$ cat src/core/mpc_pkg.sv
// shared constants and carriers of the monitor pin control block
// assumes a 20 MHz apb clock and pad decoders outside the core
package mpc_pkg;
  // -----------------------------------------------------------
  // timing
  // -----------------------------------------------------------
  localparam int CLK_NS = 50;
  localparam int CI_CLR_MS = 20;
  localparam int RST_PULSE_MS = 45;
  localparam int CI_CLR_CYC = (CI_CLR_MS * 1000000 + CLK_NS - 1) / CLK_NS;
  localparam int RST_PULSE_CYC =
    (RST_PULSE_MS * 1000000 + CLK_NS - 1) / CLK_NS;
  localparam int CNT_W = 20;
  localparam logic [2:0] BLANK_CYC = 3'h7;
  // -----------------------------------------------------------
  // register map
  // -----------------------------------------------------------
  localparam logic [11:0] CFG_IDX = 12'h040;
  localparam logic [11:0] CLR_IDX = 12'h046;
  localparam logic [11:0] ADDR_CFG = CFG_IDX << 2;
  localparam logic [11:0] ADDR_CLR = CLR_IDX << 2;
  localparam logic [11:0] ADDR_MODE = 12'h000;
  localparam logic [11:0] ADDR_STATUS = 12'h004;
  localparam logic [11:0] ADDR_ISTAT = 12'h008;
  localparam logic [11:0] ADDR_IMASK = 12'h00C;
  localparam int CFG_IRQ_EN = 1;
  localparam int CFG_RST_PULSE = 4;
  localparam int CFG_CI_CLR = 6;
  localparam int CLR_CI_CLR = 7;
  // -----------------------------------------------------------
  // events and pins
  // -----------------------------------------------------------
  localparam int EV_W = 4;
  localparam int EV_CI = 0;
  localparam int EV_THERMAL_INTERRUPT_PIN = 1;
  localparam int EV_CLR_DONE = 2;
  localparam int EV_RST_DONE = 3;
  localparam int PIN_W = 8;
  localparam int PIN_ADDR0 = 0;
  localparam int PIN_THERMAL_INTERRUPT_PIN = 2;
  localparam int PIN_CI = 3;
  localparam int PIN_TACH1 = 4;
  localparam int PIN_TACH2 = 5;
  localparam int PIN_TEST = 6;
  localparam int PIN_RST = 7;
  localparam logic [7:0] SYNC_RST = 8'h84;
  localparam logic [1:0] ADDR_LVL_BAD = 2'h3;
  localparam logic [1:0] ADDR_LSB_RST = 2'h0;
  localparam logic [EV_W-1:0] EV_ZERO = 4'h0;
  // -----------------------------------------------------------
  // carriers
  // -----------------------------------------------------------
  typedef struct packed {
    logic second_core_voltage_input_diode;
    logic tach_input_two_tach;
    logic tach_input_one_tach;
    logic thermal_in_role;
  } mpc_mode_t;
  localparam mpc_mode_t MODE_RST = 4'h0;
  typedef struct packed {
    logic programmable_analog_out_en;
    logic diode_two_en;
    logic second_core_voltage_input_mon_en;
    logic tach_two_en;
    logic aux_two_en;
    logic tach_one_en;
    logic aux_one_en;
  } mpc_pad_sel_t;
  localparam mpc_pad_sel_t PAD_SEL_RST = 7'h55;
  typedef struct packed {
    logic rst_busy;
    logic ci_busy;
    logic ci_level;
    logic thermal_level;
    logic test_mode;
    logic [1:0] addr_lsb;
  } mpc_status_t;
endpackage

$ cat src/core/mpc_pin_ctrl.sv
// pin function control of a hardware monitor, apb register slave
// assumes pads split two-way pins into in/out/oe and a three-level
// decoder that reports the address pin as 00 low, 01 open, 10 high
//
// Our own choices: the address map and the APB interface to the registers.
`timescale 1ns/1ns
`default_nettype none
module mpc_pin_ctrl #(
  parameter int unsigned CI_CLR_CYCLES = mpc_pkg::CI_CLR_CYC,
  parameter int unsigned RST_CYCLES = mpc_pkg::RST_PULSE_CYC
) (
  input wire logic pclk,
  input wire logic presetn,
  input wire logic [11:0] paddr,
  input wire logic psel,
  input wire logic penable,
  input wire logic pwrite,
  input wire logic [31:0] pwdata,
  output logic [31:0] prdata,
  output logic pready,
  output logic pslverr,
  output logic irq,
  input wire logic [1:0] addr_level,
  output logic test_result_output,
  output logic test_result_oe,
  output logic [1:0] slave_addr_lsb,
  input wire logic thermal_interrupt_pin,
  output logic thermal_out,
  output logic thermal_oe,
  input wire logic temp_alert,
  output logic fan_full_speed,
  input wire logic intrusion_sense_pin,
  output logic intrusion_out,
  output logic intrusion_oe,
  input wire logic tach_input_one,
  input wire logic tach_input_two,
  input wire logic test_mode_input,
  output logic test_mode,
  output logic int_req_out,
  output logic int_req_oe,
  input wire logic reset_pin_in,
  output logic reset_pin_out,
  output logic reset_pin_oe,
  output mpc_pkg::mpc_pad_sel_t pad_sel
);
  import mpc_pkg::*;

  logic [PIN_W-1:0] pin_raw;
  logic [PIN_W-1:0] sync1;
  logic [PIN_W-1:0] sync2;
  logic [PIN_W-1:0] sync3;
  logic [PIN_W-1:0] sy;
  logic od_zero;
  logic srst;
  logic acc;
  logic wr;
  logic rd;
  logic hit;
  logic [31:0] rdata;
  mpc_mode_t mode;
  mpc_status_t status;
  logic irq_en;
  logic [EV_W-1:0] int_stat;
  logic [EV_W-1:0] int_mask;
  logic [EV_W-1:0] ev;
  logic ci_start;
  logic rst_start;
  logic [CNT_W-1:0] ci_cnt;
  logic [CNT_W-1:0] rst_cnt;
  logic [2:0] ci_blank;
  logic [2:0] rst_blank;
  logic ci_hi;
  logic ci_hi_q;
  logic thermal_interrupt_pin_q;
  logic nand_out;

  // -----------------------------------------------------------
  // pin synchronisers
  // -----------------------------------------------------------
  assign pin_raw = {reset_pin_in, test_mode_input, tach_input_two,
                    tach_input_one, intrusion_sense_pin,
                    thermal_interrupt_pin, addr_level};

  for (genvar i = 0; i < PIN_W; i++) begin : g_sync
    always_ff @(posedge pclk or negedge presetn) begin
      if (!presetn) begin
        sync1[i] <= SYNC_RST[i];
        sync2[i] <= SYNC_RST[i];
        sync3[i] <= SYNC_RST[i];
        sy[i] <= SYNC_RST[i];
      end else begin
        sync1[i] <= pin_raw[i];
        sync2[i] <= sync1[i];
        sync3[i] <= sync2[i];
        if (sync2[i] == sync3[i]) begin
          sy[i] <= sync3[i];
        end
      end
    end
  end

  // outside pull of the reset pin, own pulse and its tail masked
  assign srst = !sy[PIN_RST] && !reset_pin_oe && rst_blank == 3'h0;

  // -----------------------------------------------------------
  // apb slave
  // -----------------------------------------------------------
  assign acc = psel && penable && pready;
  assign wr = acc && pwrite;
  assign rd = acc && !pwrite;
  assign ci_start = wr && ((paddr == ADDR_CFG && pwdata[CFG_CI_CLR]) ||
                    (paddr == ADDR_CLR && pwdata[CLR_CI_CLR]));
  assign rst_start = wr && paddr == ADDR_CFG && pwdata[CFG_RST_PULSE];
  assign status = '{rst_busy: reset_pin_oe, ci_busy: intrusion_oe,
                    ci_level: sy[PIN_CI], thermal_level: sy[PIN_THERMAL_INTERRUPT_PIN],
                    test_mode: test_mode, addr_lsb: slave_addr_lsb};

  always_comb begin
    rdata = 32'h0000_0000;
    hit = 1'b1;
    case (paddr)
      ADDR_MODE: rdata[3:0] = mode;
      ADDR_STATUS: rdata[6:0] = status;
      ADDR_ISTAT: rdata[EV_W-1:0] = int_stat;
      ADDR_IMASK: rdata[EV_W-1:0] = int_mask;
      ADDR_CFG: begin
        rdata[CFG_IRQ_EN] = irq_en;
        rdata[CFG_RST_PULSE] = reset_pin_oe;
        rdata[CFG_CI_CLR] = intrusion_oe;
      end
      ADDR_CLR: rdata[CLR_CI_CLR] = intrusion_oe;
      default: hit = 1'b0;
    endcase
  end

  always_ff @(posedge pclk or negedge presetn) begin
    if (!presetn) begin
      pready <= 1'b0;
      prdata <= 32'h0000_0000;
      pslverr <= 1'b0;
    end else begin
      pready <= psel && !penable;
      prdata <= (psel && !penable && !pwrite) ? rdata : 32'h0000_0000;
      pslverr <= psel && !penable && !hit;
    end
  end

  // -----------------------------------------------------------
  // configuration registers
  // -----------------------------------------------------------
  always_ff @(posedge pclk or negedge presetn) begin
    if (!presetn) begin
      mode <= MODE_RST;
      irq_en <= 1'b0;
      int_mask <= EV_ZERO;
    end else if (srst) begin
      mode <= MODE_RST;
      irq_en <= 1'b0;
      int_mask <= EV_ZERO;
    end else if (wr) begin
      if (paddr == ADDR_MODE) begin
        mode <= mpc_mode_t'(pwdata[3:0]);
      end
      if (paddr == ADDR_CFG) begin
        irq_en <= pwdata[CFG_IRQ_EN];
      end
      if (paddr == ADDR_IMASK) begin
        int_mask <= pwdata[EV_W-1:0];
      end
    end
  end

  // -----------------------------------------------------------
  // pin roles
  // -----------------------------------------------------------
  always_comb begin
    nand_out = 1'b1;
    for (int k = PIN_THERMAL_INTERRUPT_PIN; k <= PIN_TACH2; k++) begin
      nand_out = !(nand_out && sy[k]);
    end
  end

  always_ff @(posedge pclk or negedge presetn) begin
    if (!presetn) begin
      od_zero <= 1'b0;
      test_mode <= 1'b0;
      test_result_oe <= 1'b0;
      test_result_output <= 1'b0;
      slave_addr_lsb <= ADDR_LSB_RST;
      pad_sel <= PAD_SEL_RST;
      thermal_oe <= 1'b0;
      fan_full_speed <= 1'b0;
    end else begin
      od_zero <= 1'b0;
      test_mode <= sy[PIN_TEST];
      test_result_oe <= sy[PIN_TEST];
      test_result_output <= nand_out;
      if (!sy[PIN_TEST] && sy[1:0] != ADDR_LVL_BAD) begin
        slave_addr_lsb <= sy[1:0];
      end
      pad_sel.programmable_analog_out_en <= !sy[PIN_TEST];
      pad_sel.aux_one_en <= !mode.tach_input_one_tach;
      pad_sel.tach_one_en <= mode.tach_input_one_tach;
      pad_sel.aux_two_en <= !mode.tach_input_two_tach;
      pad_sel.tach_two_en <= mode.tach_input_two_tach;
      pad_sel.second_core_voltage_input_mon_en <= !mode.second_core_voltage_input_diode;
      pad_sel.diode_two_en <= mode.second_core_voltage_input_diode;
      thermal_oe <= !mode.thermal_in_role && temp_alert;
      fan_full_speed <= mode.thermal_in_role && !sy[PIN_THERMAL_INTERRUPT_PIN];
    end
  end

  assign thermal_out = od_zero;
  assign intrusion_out = od_zero;
  assign int_req_out = od_zero;
  assign reset_pin_out = od_zero;

  // -----------------------------------------------------------
  // timed open-drain pulses
  // -----------------------------------------------------------
  always_ff @(posedge pclk or negedge presetn) begin
    if (!presetn) begin
      ci_cnt <= '0;
      intrusion_oe <= 1'b0;
      ci_blank <= 3'h0;
    end else if (srst) begin
      ci_cnt <= '0;
      intrusion_oe <= 1'b0;
      ci_blank <= 3'h0;
    end else begin
      if (ci_start) begin
        ci_cnt <= CNT_W'(CI_CLR_CYCLES);
      end else if (ci_cnt != '0) begin
        ci_cnt <= ci_cnt - CNT_W'(1);
      end
      intrusion_oe <= ci_start || ci_cnt > CNT_W'(1);
      if (intrusion_oe) begin
        ci_blank <= BLANK_CYC;
      end else if (ci_blank != 3'h0) begin
        ci_blank <= ci_blank - 3'h1;
      end
    end
  end

  always_ff @(posedge pclk or negedge presetn) begin
    if (!presetn) begin
      rst_cnt <= '0;
      reset_pin_oe <= 1'b0;
      rst_blank <= 3'h0;
    end else begin
      if (rst_start) begin
        rst_cnt <= CNT_W'(RST_CYCLES);
      end else if (rst_cnt != '0) begin
        rst_cnt <= rst_cnt - CNT_W'(1);
      end
      reset_pin_oe <= rst_start || rst_cnt > CNT_W'(1);
      if (reset_pin_oe) begin
        rst_blank <= BLANK_CYC;
      end else if (rst_blank != 3'h0) begin
        rst_blank <= rst_blank - 3'h1;
      end
    end
  end

  // -----------------------------------------------------------
  // events and interrupt
  // -----------------------------------------------------------
  assign ci_hi = sy[PIN_CI] && !intrusion_oe && ci_blank == 3'h0;
  always_comb begin
    ev = EV_ZERO;
    ev[EV_CI] = ci_hi && !ci_hi_q;
    ev[EV_THERMAL_INTERRUPT_PIN] = mode.thermal_in_role && thermal_interrupt_pin_q && !sy[PIN_THERMAL_INTERRUPT_PIN];
    ev[EV_CLR_DONE] = ci_cnt == CNT_W'(1) && !ci_start;
    ev[EV_RST_DONE] = rst_cnt == CNT_W'(1) && !rst_start;
  end

  always_ff @(posedge pclk or negedge presetn) begin
    if (!presetn) begin
      int_stat <= EV_ZERO;
      ci_hi_q <= 1'b0;
      thermal_interrupt_pin_q <= 1'b1;
      irq <= 1'b0;
      int_req_oe <= 1'b0;
    end else if (srst) begin
      int_stat <= EV_ZERO;
      ci_hi_q <= 1'b0;
      thermal_interrupt_pin_q <= 1'b1;
      irq <= 1'b0;
      int_req_oe <= 1'b0;
    end else begin
      ci_hi_q <= ci_hi;
      thermal_interrupt_pin_q <= sy[PIN_THERMAL_INTERRUPT_PIN];
      if (rd && paddr == ADDR_ISTAT) begin
        int_stat <= (int_stat & ~prdata[EV_W-1:0]) | ev;
      end else begin
        int_stat <= int_stat | ev;
      end
      irq <= |(int_stat & int_mask);
      int_req_oe <= irq_en && |(int_stat & int_mask);
    end
  end

  logic [CNT_W-1:0] ci_len, rst_len;
  always_ff @(posedge pclk or negedge presetn) begin
    if (!presetn) begin
      ci_len <= '0;
      rst_len <= '0;
    end else begin
      ci_len <= (intrusion_oe && !ci_start) ? ci_len + CNT_W'(1) : '0;
      rst_len <= (reset_pin_oe && !rst_start) ? rst_len + CNT_W'(1) : '0;
    end
  end
endmodule
`default_nettype wire

$ cat config.mk
export PLATFORM = sky130hd
export DESIGN_NAME = mpc_pin_ctrl
export DESIGN_NICKNAME = d
export VERILOG_FILES = /design/src/core/mpc_pkg.sv /design/src/core/mpc_pin_ctrl.sv
export SDC_FILE = /design/constraint.sdc
export NUM_CORES = 1
export LEC_CHECK = 0
export BUFFER_PORTS_ARGS = -buffer_cell sky130_fd_sc_hd__buf_2
export CELL_PAD_IN_SITES_DETAIL_PLACEMENT = 1
export CELL_PAD_IN_SITES_GLOBAL_PLACEMENT = 1
export CORE_MARGIN = 4
export CORE_UTILIZATION = 30
export CTS_CLUSTER_SIZE = 25
export DETAILED_ROUTE_END_ITERATION = 16
export PLACE_DENSITY_LB_ADDON = 0.1
export SETUP_SLACK_MARGIN = 0.3
export SLEW_MARGIN = 40
export SYNTH_ARGS = -nofsm -noshare
export SYNTH_HDL_FRONTEND = slang
export SYNTH_SLANG_ARGS = --single-unit
$ cat constraint.sdc
create_clock -name pclk -period 6.1 [get_ports pclk]
set_clock_uncertainty 0.1 [all_clocks]
set_input_delay 0.915 -clock pclk [delete_from_list [all_inputs] [get_ports pclk]]
set_output_delay 0.915 -clock pclk [all_outputs]
set_load 0.02 [all_outputs]
== Yosys cells after proc, flatten, opt, wreduce, memory -nomap -nowiden ==
Index checks and enable logic that the tools add are counted.
Widths: inputs -> output; s select.
Word-level totals
  bits of input ports: 58
  memory bits (read-only): 0
  latch bits: 0
  bits in writable memories: 0
  memories kept: 0
  word-level logic and storage cells: 196
  register bits after elaboration: 120
Cells by class
  div/mod/pow operators: 0
  muxes and demuxes: 35
  $mul: 0
  bitwise logic cells: 5
  magnitude comparators: 2
  reduce and logical (&&, ||, !) cells: 70
  add/subtract/negate cells: 4
  equal/unequal tests: 16
  shift operators: 0
Operators with widths (number)
  $mux 20: 5
  $eq 20x1->1 const B: 2
  $gt 20x1->1 const B: 2
  $reduce_bool 20->1: 2
  $sub 20x1->20 const B: 2
  $mux 4: 8
  $logic_and 1x1->1: 29
  $eq 12x4->1 const B: 2
  $eq 12x9->1 const B: 2
  $logic_not 1->1: 18
  $mux 3: 5
  $eq 12x3->1 const B: 1
  $logic_not 12->1: 1
  $reduce_bool 2->1: 6
  $reduce_bool 3->1: 4
  $mux 1: 11
  $and 4x4->4: 2
  $eq 1x1->1: 8
  $mux 8: 1
  $or 4x4->4: 2
  $pmux 2 s4: 1
  $logic_not 3->1: 2
  $reduce_and 2->1: 3
  $reduce_or 6->1: 1
  8 further kinds: 12

== Logic depth before layout (Yosys ltp) ==
  depth in word-level cells: 10
  depth in mapped cells: 8
  mapped depth without buffers: 7

== Least setup slack after synthesis ==
Ideal clock, no wire load.
  kind: in2reg
  from: in paddr[2]
  to: reg ci_cnt[10]
  stages on the path: 7
  data required time: 5.874 ns
  arrival time: 2.301 ns
  slack: 3.573 ns
  buffers on the path: 2
  cells stage by stage: buf_6 or4_4 nor3b_2 o2111ai_4 nand2_2 buf_6 a21oi_1
On the way
  word-level cells in the longest chain between the ends: 6
  elaborated cells on any way between the ends: 9
Ends and longest elaborated chain
  start, declared: line mpc_pin_ctrl.sv:14  | input wire logic [11:0] paddr,
  $eq 12x9->1, on equally long branches: line mpc_pin_ctrl.sv:111, mpc_pin_ctrl.sv:112
  $logic_and 1x1->1, on equally long branches: line mpc_pin_ctrl.sv:111, mpc_pin_ctrl.sv:112
  $logic_or 1x1->1 (*): line mpc_pin_ctrl.sv:111  | assign ci_start = wr && ((paddr == ADDR_CFG && pwdata[CFG_CI_CLR]) ||
  $logic_and 1x1->1 (*): line mpc_pin_ctrl.sv:111
  $mux 20: line mpc_pin_ctrl.sv:231  | if (ci_start) begin
  $mux 20: line mpc_pin_ctrl.sv:226  | end else if (srst) begin
  end signal, assigned: line mpc_pin_ctrl.sv:232  | ci_cnt <= CNT_W'(CI_CLR_CYCLES);
  end signal, assigned: line mpc_pin_ctrl.sv:234  | ci_cnt <= ci_cnt - CNT_W'(1);
  end, declared: line mpc_pin_ctrl.sv:68  | logic [CNT_W-1:0] ci_cnt;
Mark *: on every way between the ends. The rest lies on a longest branch, timed or not.
A chain may end at the register's enable or synchronous reset.

== Worst setup path in the final report ==
  from: in paddr[5]
  to: reg int_stat[3]
On the way
  word-level cells in the longest chain between the ends: 8
  elaborated cells on any way between the ends: 11
Ends and longest elaborated chain
  $eq 12x9->1: line mpc_pin_ctrl.sv:113  | assign rst_start = wr && paddr == ADDR_CFG && pwdata[CFG_RST_PULSE];
  $logic_and 1x1->1 (2 in series): line mpc_pin_ctrl.sv:113
  $logic_not 1->1
  $logic_and 1x1->1: line mpc_pin_ctrl.sv:274  | ev[EV_RST_DONE] = rst_cnt == CNT_W'(1) && !rst_start;
  $or 4x4->4, on equally long branches: line mpc_pin_ctrl.sv:296, mpc_pin_ctrl.sv:294
  $mux 4 (*): line mpc_pin_ctrl.sv:293  | if (rd && paddr == ADDR_ISTAT) begin
  $mux 4 (*): line mpc_pin_ctrl.sv:284  | end else if (srst) begin
  end signal, assigned: line mpc_pin_ctrl.sv:294  | int_stat <= (int_stat & ~prdata[EV_W-1:0]) | ev;
  end signal, assigned: line mpc_pin_ctrl.sv:296  | int_stat <= int_stat | ev;
  end, declared: line mpc_pin_ctrl.sv:63  | logic [EV_W-1:0] int_stat;
Marked as above.

==> flow_summary.json <==
{
  "status": "finished, final reports clean",
  "post_drt_wl_per_cell_um": 16.8,
  "cp_cell_sequence": "buf_2 -> nor4_1 -> and2_1 -> nand4_1 -> nand3_1 -> a21oi_1",
  "die_h_um": 144,
  "fmax_mhz": 351,
  "top_layer": "met4",
  "dieArea_um2": 20800,
  "switching_power_uw": 480,
  "syn-mean-instance-area_um2": 10.7,
  "clockPowerShare_pct": 50.6,
  "critPathArrivalTime_ps": 3010,
  "setup_violations": 0,
  "clock-sinks": 120,
  "drv_cap": 0,
  "dr_wl_met3_um": 592,
  "period_minus_slack_ps": 2850,
  "gr-total-overflow": 0,
  "ant_nets": 0,
  "hold_slack_ps": 249,
  "yosys.area.top_type": "dfrtp_1",
  "async_flop_share_pct": 100,
  "final_core_util_pct": 36.2,
  "seq_power_share_pct": 43.9,
  "cts_buffers": 17,
  "diodes": 0,
  "pwr-share-comb_pct": 5.6,
  "die_w_um": 144,
  "path_buf_inv": 1,
  "final_common_cell": "dfrtp_1",
  "grt.total_usage_pct": 14.1,
  "rows": 49,
  "grt_max_degree": 68,
  "synth-seq-area-share_pct": 54.4,
  "drt_iter0_markers": 185,
  "p_int_mw": 1.49,
  "place_congestion": 0.788,
  "met1_length_um": 6760,
  "ir_drop_mv": 0.168,
  "crit_family": "simple AND/OR/NAND/NOR gates",
  "grt_pass1_wl_um": 22700,
  "fin_cells": 822,
  "finalMaxSlewViolations": 0,
  "synth_ff_type": "dfrtp_1",
  "dp_hpwl_um": 9840,
  "worstSetupPathType": "primary input to flop",
  "r2r_slack_ps": 3690,
  "cts_root_buf": "clkbuf_16",
  "wl_um": 13800,
  "nets": 648,
  "worstPathRequired_ps": 6260,
  "crit_slowest_cell": "nand4_1",
  "slew_headroom_pct": 51.0,
  "hp-class": "flop to flop",
  "viasPerCell": 4.81,
  "max_stage_delay_ps": 650,
  "cts-resized-gates": 0,
  "synthesis.area_um2": 5550,
  "cp-end-kind": "flop",
  "grt_pass1_vias": 4195,
  "rsz0062_at_grt": "no",
  "power.leakage_nw": 2.80,
  "first_pass_iters": 4,
  "io_buffers": 60,
  "place_ws_ps": 2780,
  "tightest_slew_ps": 733,
  "fin_area_um2": 6550,
  "num-fill-cells": 2010,
  "via_count": 3950,
  "critPathMaxFanout": 13,
  "yosys_warnings": 0,
  "finalCritPeriodShare_pct": 46.8,
  "synth.distinct_cells": 65,
  "antenna_found_initial": 0,
  "clock_latency_ps": 410,
  "synth_top_area_share_pct": 48.2,
  "power_mw": 1.97,
  "core_um2": 18100,
  "drc": 0,
  "ys_seq_elements": 120,
  "placed_cell_area_um2": 5960,
  "switching_share_pct": 24.4,
  "fin_ws_ps": 3250,
  "placed_cells": 790,
  "cts_tree": "yes",
  "cp-start-kind": "primary input",
  "synth_cells": 518,
  "areaGrowthSynthToFinish_pct": 18.0,
  "synthTopCellsByArea": "dfrtp_1 48%, dfstp_2 6.2%, buf_4 4.2%, nor2_1 4.1%, xnor2_1 2.7%",
  "dr_wl_met2_um": 6190,
  "clk_pin_slew_worst_paths_ps": 60,
  "layout-drive-gt1-share_pct": 21.1,
  "tns_ps": 0,
  "final_cell_mix": "107 x dfrtp_1, 61 x nor2_1, 59 x buf_2",
  "io_pins": 114,
  "hold_viol_final": 0,
  "holdBufCountCts": 0,
  "cts_setup_buffers": 0,
  "initial_core_util_pct": 30.7,
  "synth_edf_count": 0,
  "cts.path.max_buffers": 2,
  "powerDensity_nw_per_um2": 300,
  "htree_num_levels": 4
}
## worst paths after layout
check                            from          end  cells after the start
min in group asynchronous     presetn   pad_sel[1]                      1
setup reg to reg           rst_cnt[0]  rst_cnt[14]                      7
max in group asynchronous     presetn    prdata[2]                      2
setup / recovery             paddr[5]  int_stat[3]                      6
hold / removal               sync1[0]     sync2[0]                      0
hold reg to reg              sync1[0]     sync2[0]                      0
## power by group through the flow
stage	clock, mW	sequential, mW	combinational, mW
detailed placement	0	0.878	0.111
global route	1.07	0.869	0.124
CTS	1.03	0.864	0.112
global placement	0	0.877	0.108
floorplan	0	0.873	0.0800
finish	0.995	0.863	0.109
## cell type report
cell class / count / area [um2] / area share (%)
clock buffer: 19 / 443 / 6.76
clock inverter: 13 / 145 / 2.22
inverter: 19 / 71.3 / 1.09
multi-input combinational: 360 / 2270 / 34.6
sequential: 120 / 3020 / 46.1
tap: 229 / 287 / 4.37
timing repair buffer: 62 / 322 / 4.91
## flip-flops by register name, summed over array words and instances, names as in the netlist, 3 cells and up
signal and count:
rst_blank 3, int_mask 4, ci_blank 3, mode 4, int_stat 4, pad_sel 7, ci_cnt 20, prdata 8
sy 6, sync1 8, sync3 8, sync2 8, rst_cnt 20
## synth_stat cells (11+ instances only)
cell	count
nor3_1	14
nand2_1	32
inv_1	19
nand4_1	11
dfstp_2	13
buf_4	31
nand3_1	19
dfrtp_1	107
nor2_1	61
xnor2_1	17
mux2i_1	13
a21oi_1	28
o21ai_0	12
## metal layers
metal | track usage (%) | vias to the layer above
met1 | 19.1 | 1983
met3 | 3.44 | 18
li1 | - | 1874
met4 | 5.85 | 0
met5 | 0 | -
met2 | 21.5 | 75
## cell families (layout without fill, tap and decap cells)
group                    Yosys count  in the layout  share of synthesized area (%)
AND/OR/NAND/NOR                  199            199                           19.3
other                              1             28                         0.0675
XOR/XNOR                          26             26                           4.10
multiplexers                      14             14                           2.55
AO/OA/AOI/OAI                     75             75                           9.08
flip-flops                       120            120                           54.4
buffers and inverters             65            113                           6.87
adder cells (fa/ha/maj)           18             18                           3.69
## worst register-to-register path, stage by stage (launching register included)
cell     delay, ps
dfrtp_1        420
inv_1          120
ha_1           260
or4b_2         680
nor4_4         260
nor3b_2        250
xnor2_1        140
nor2_1          50
Power figures use the tool's default switching activity.
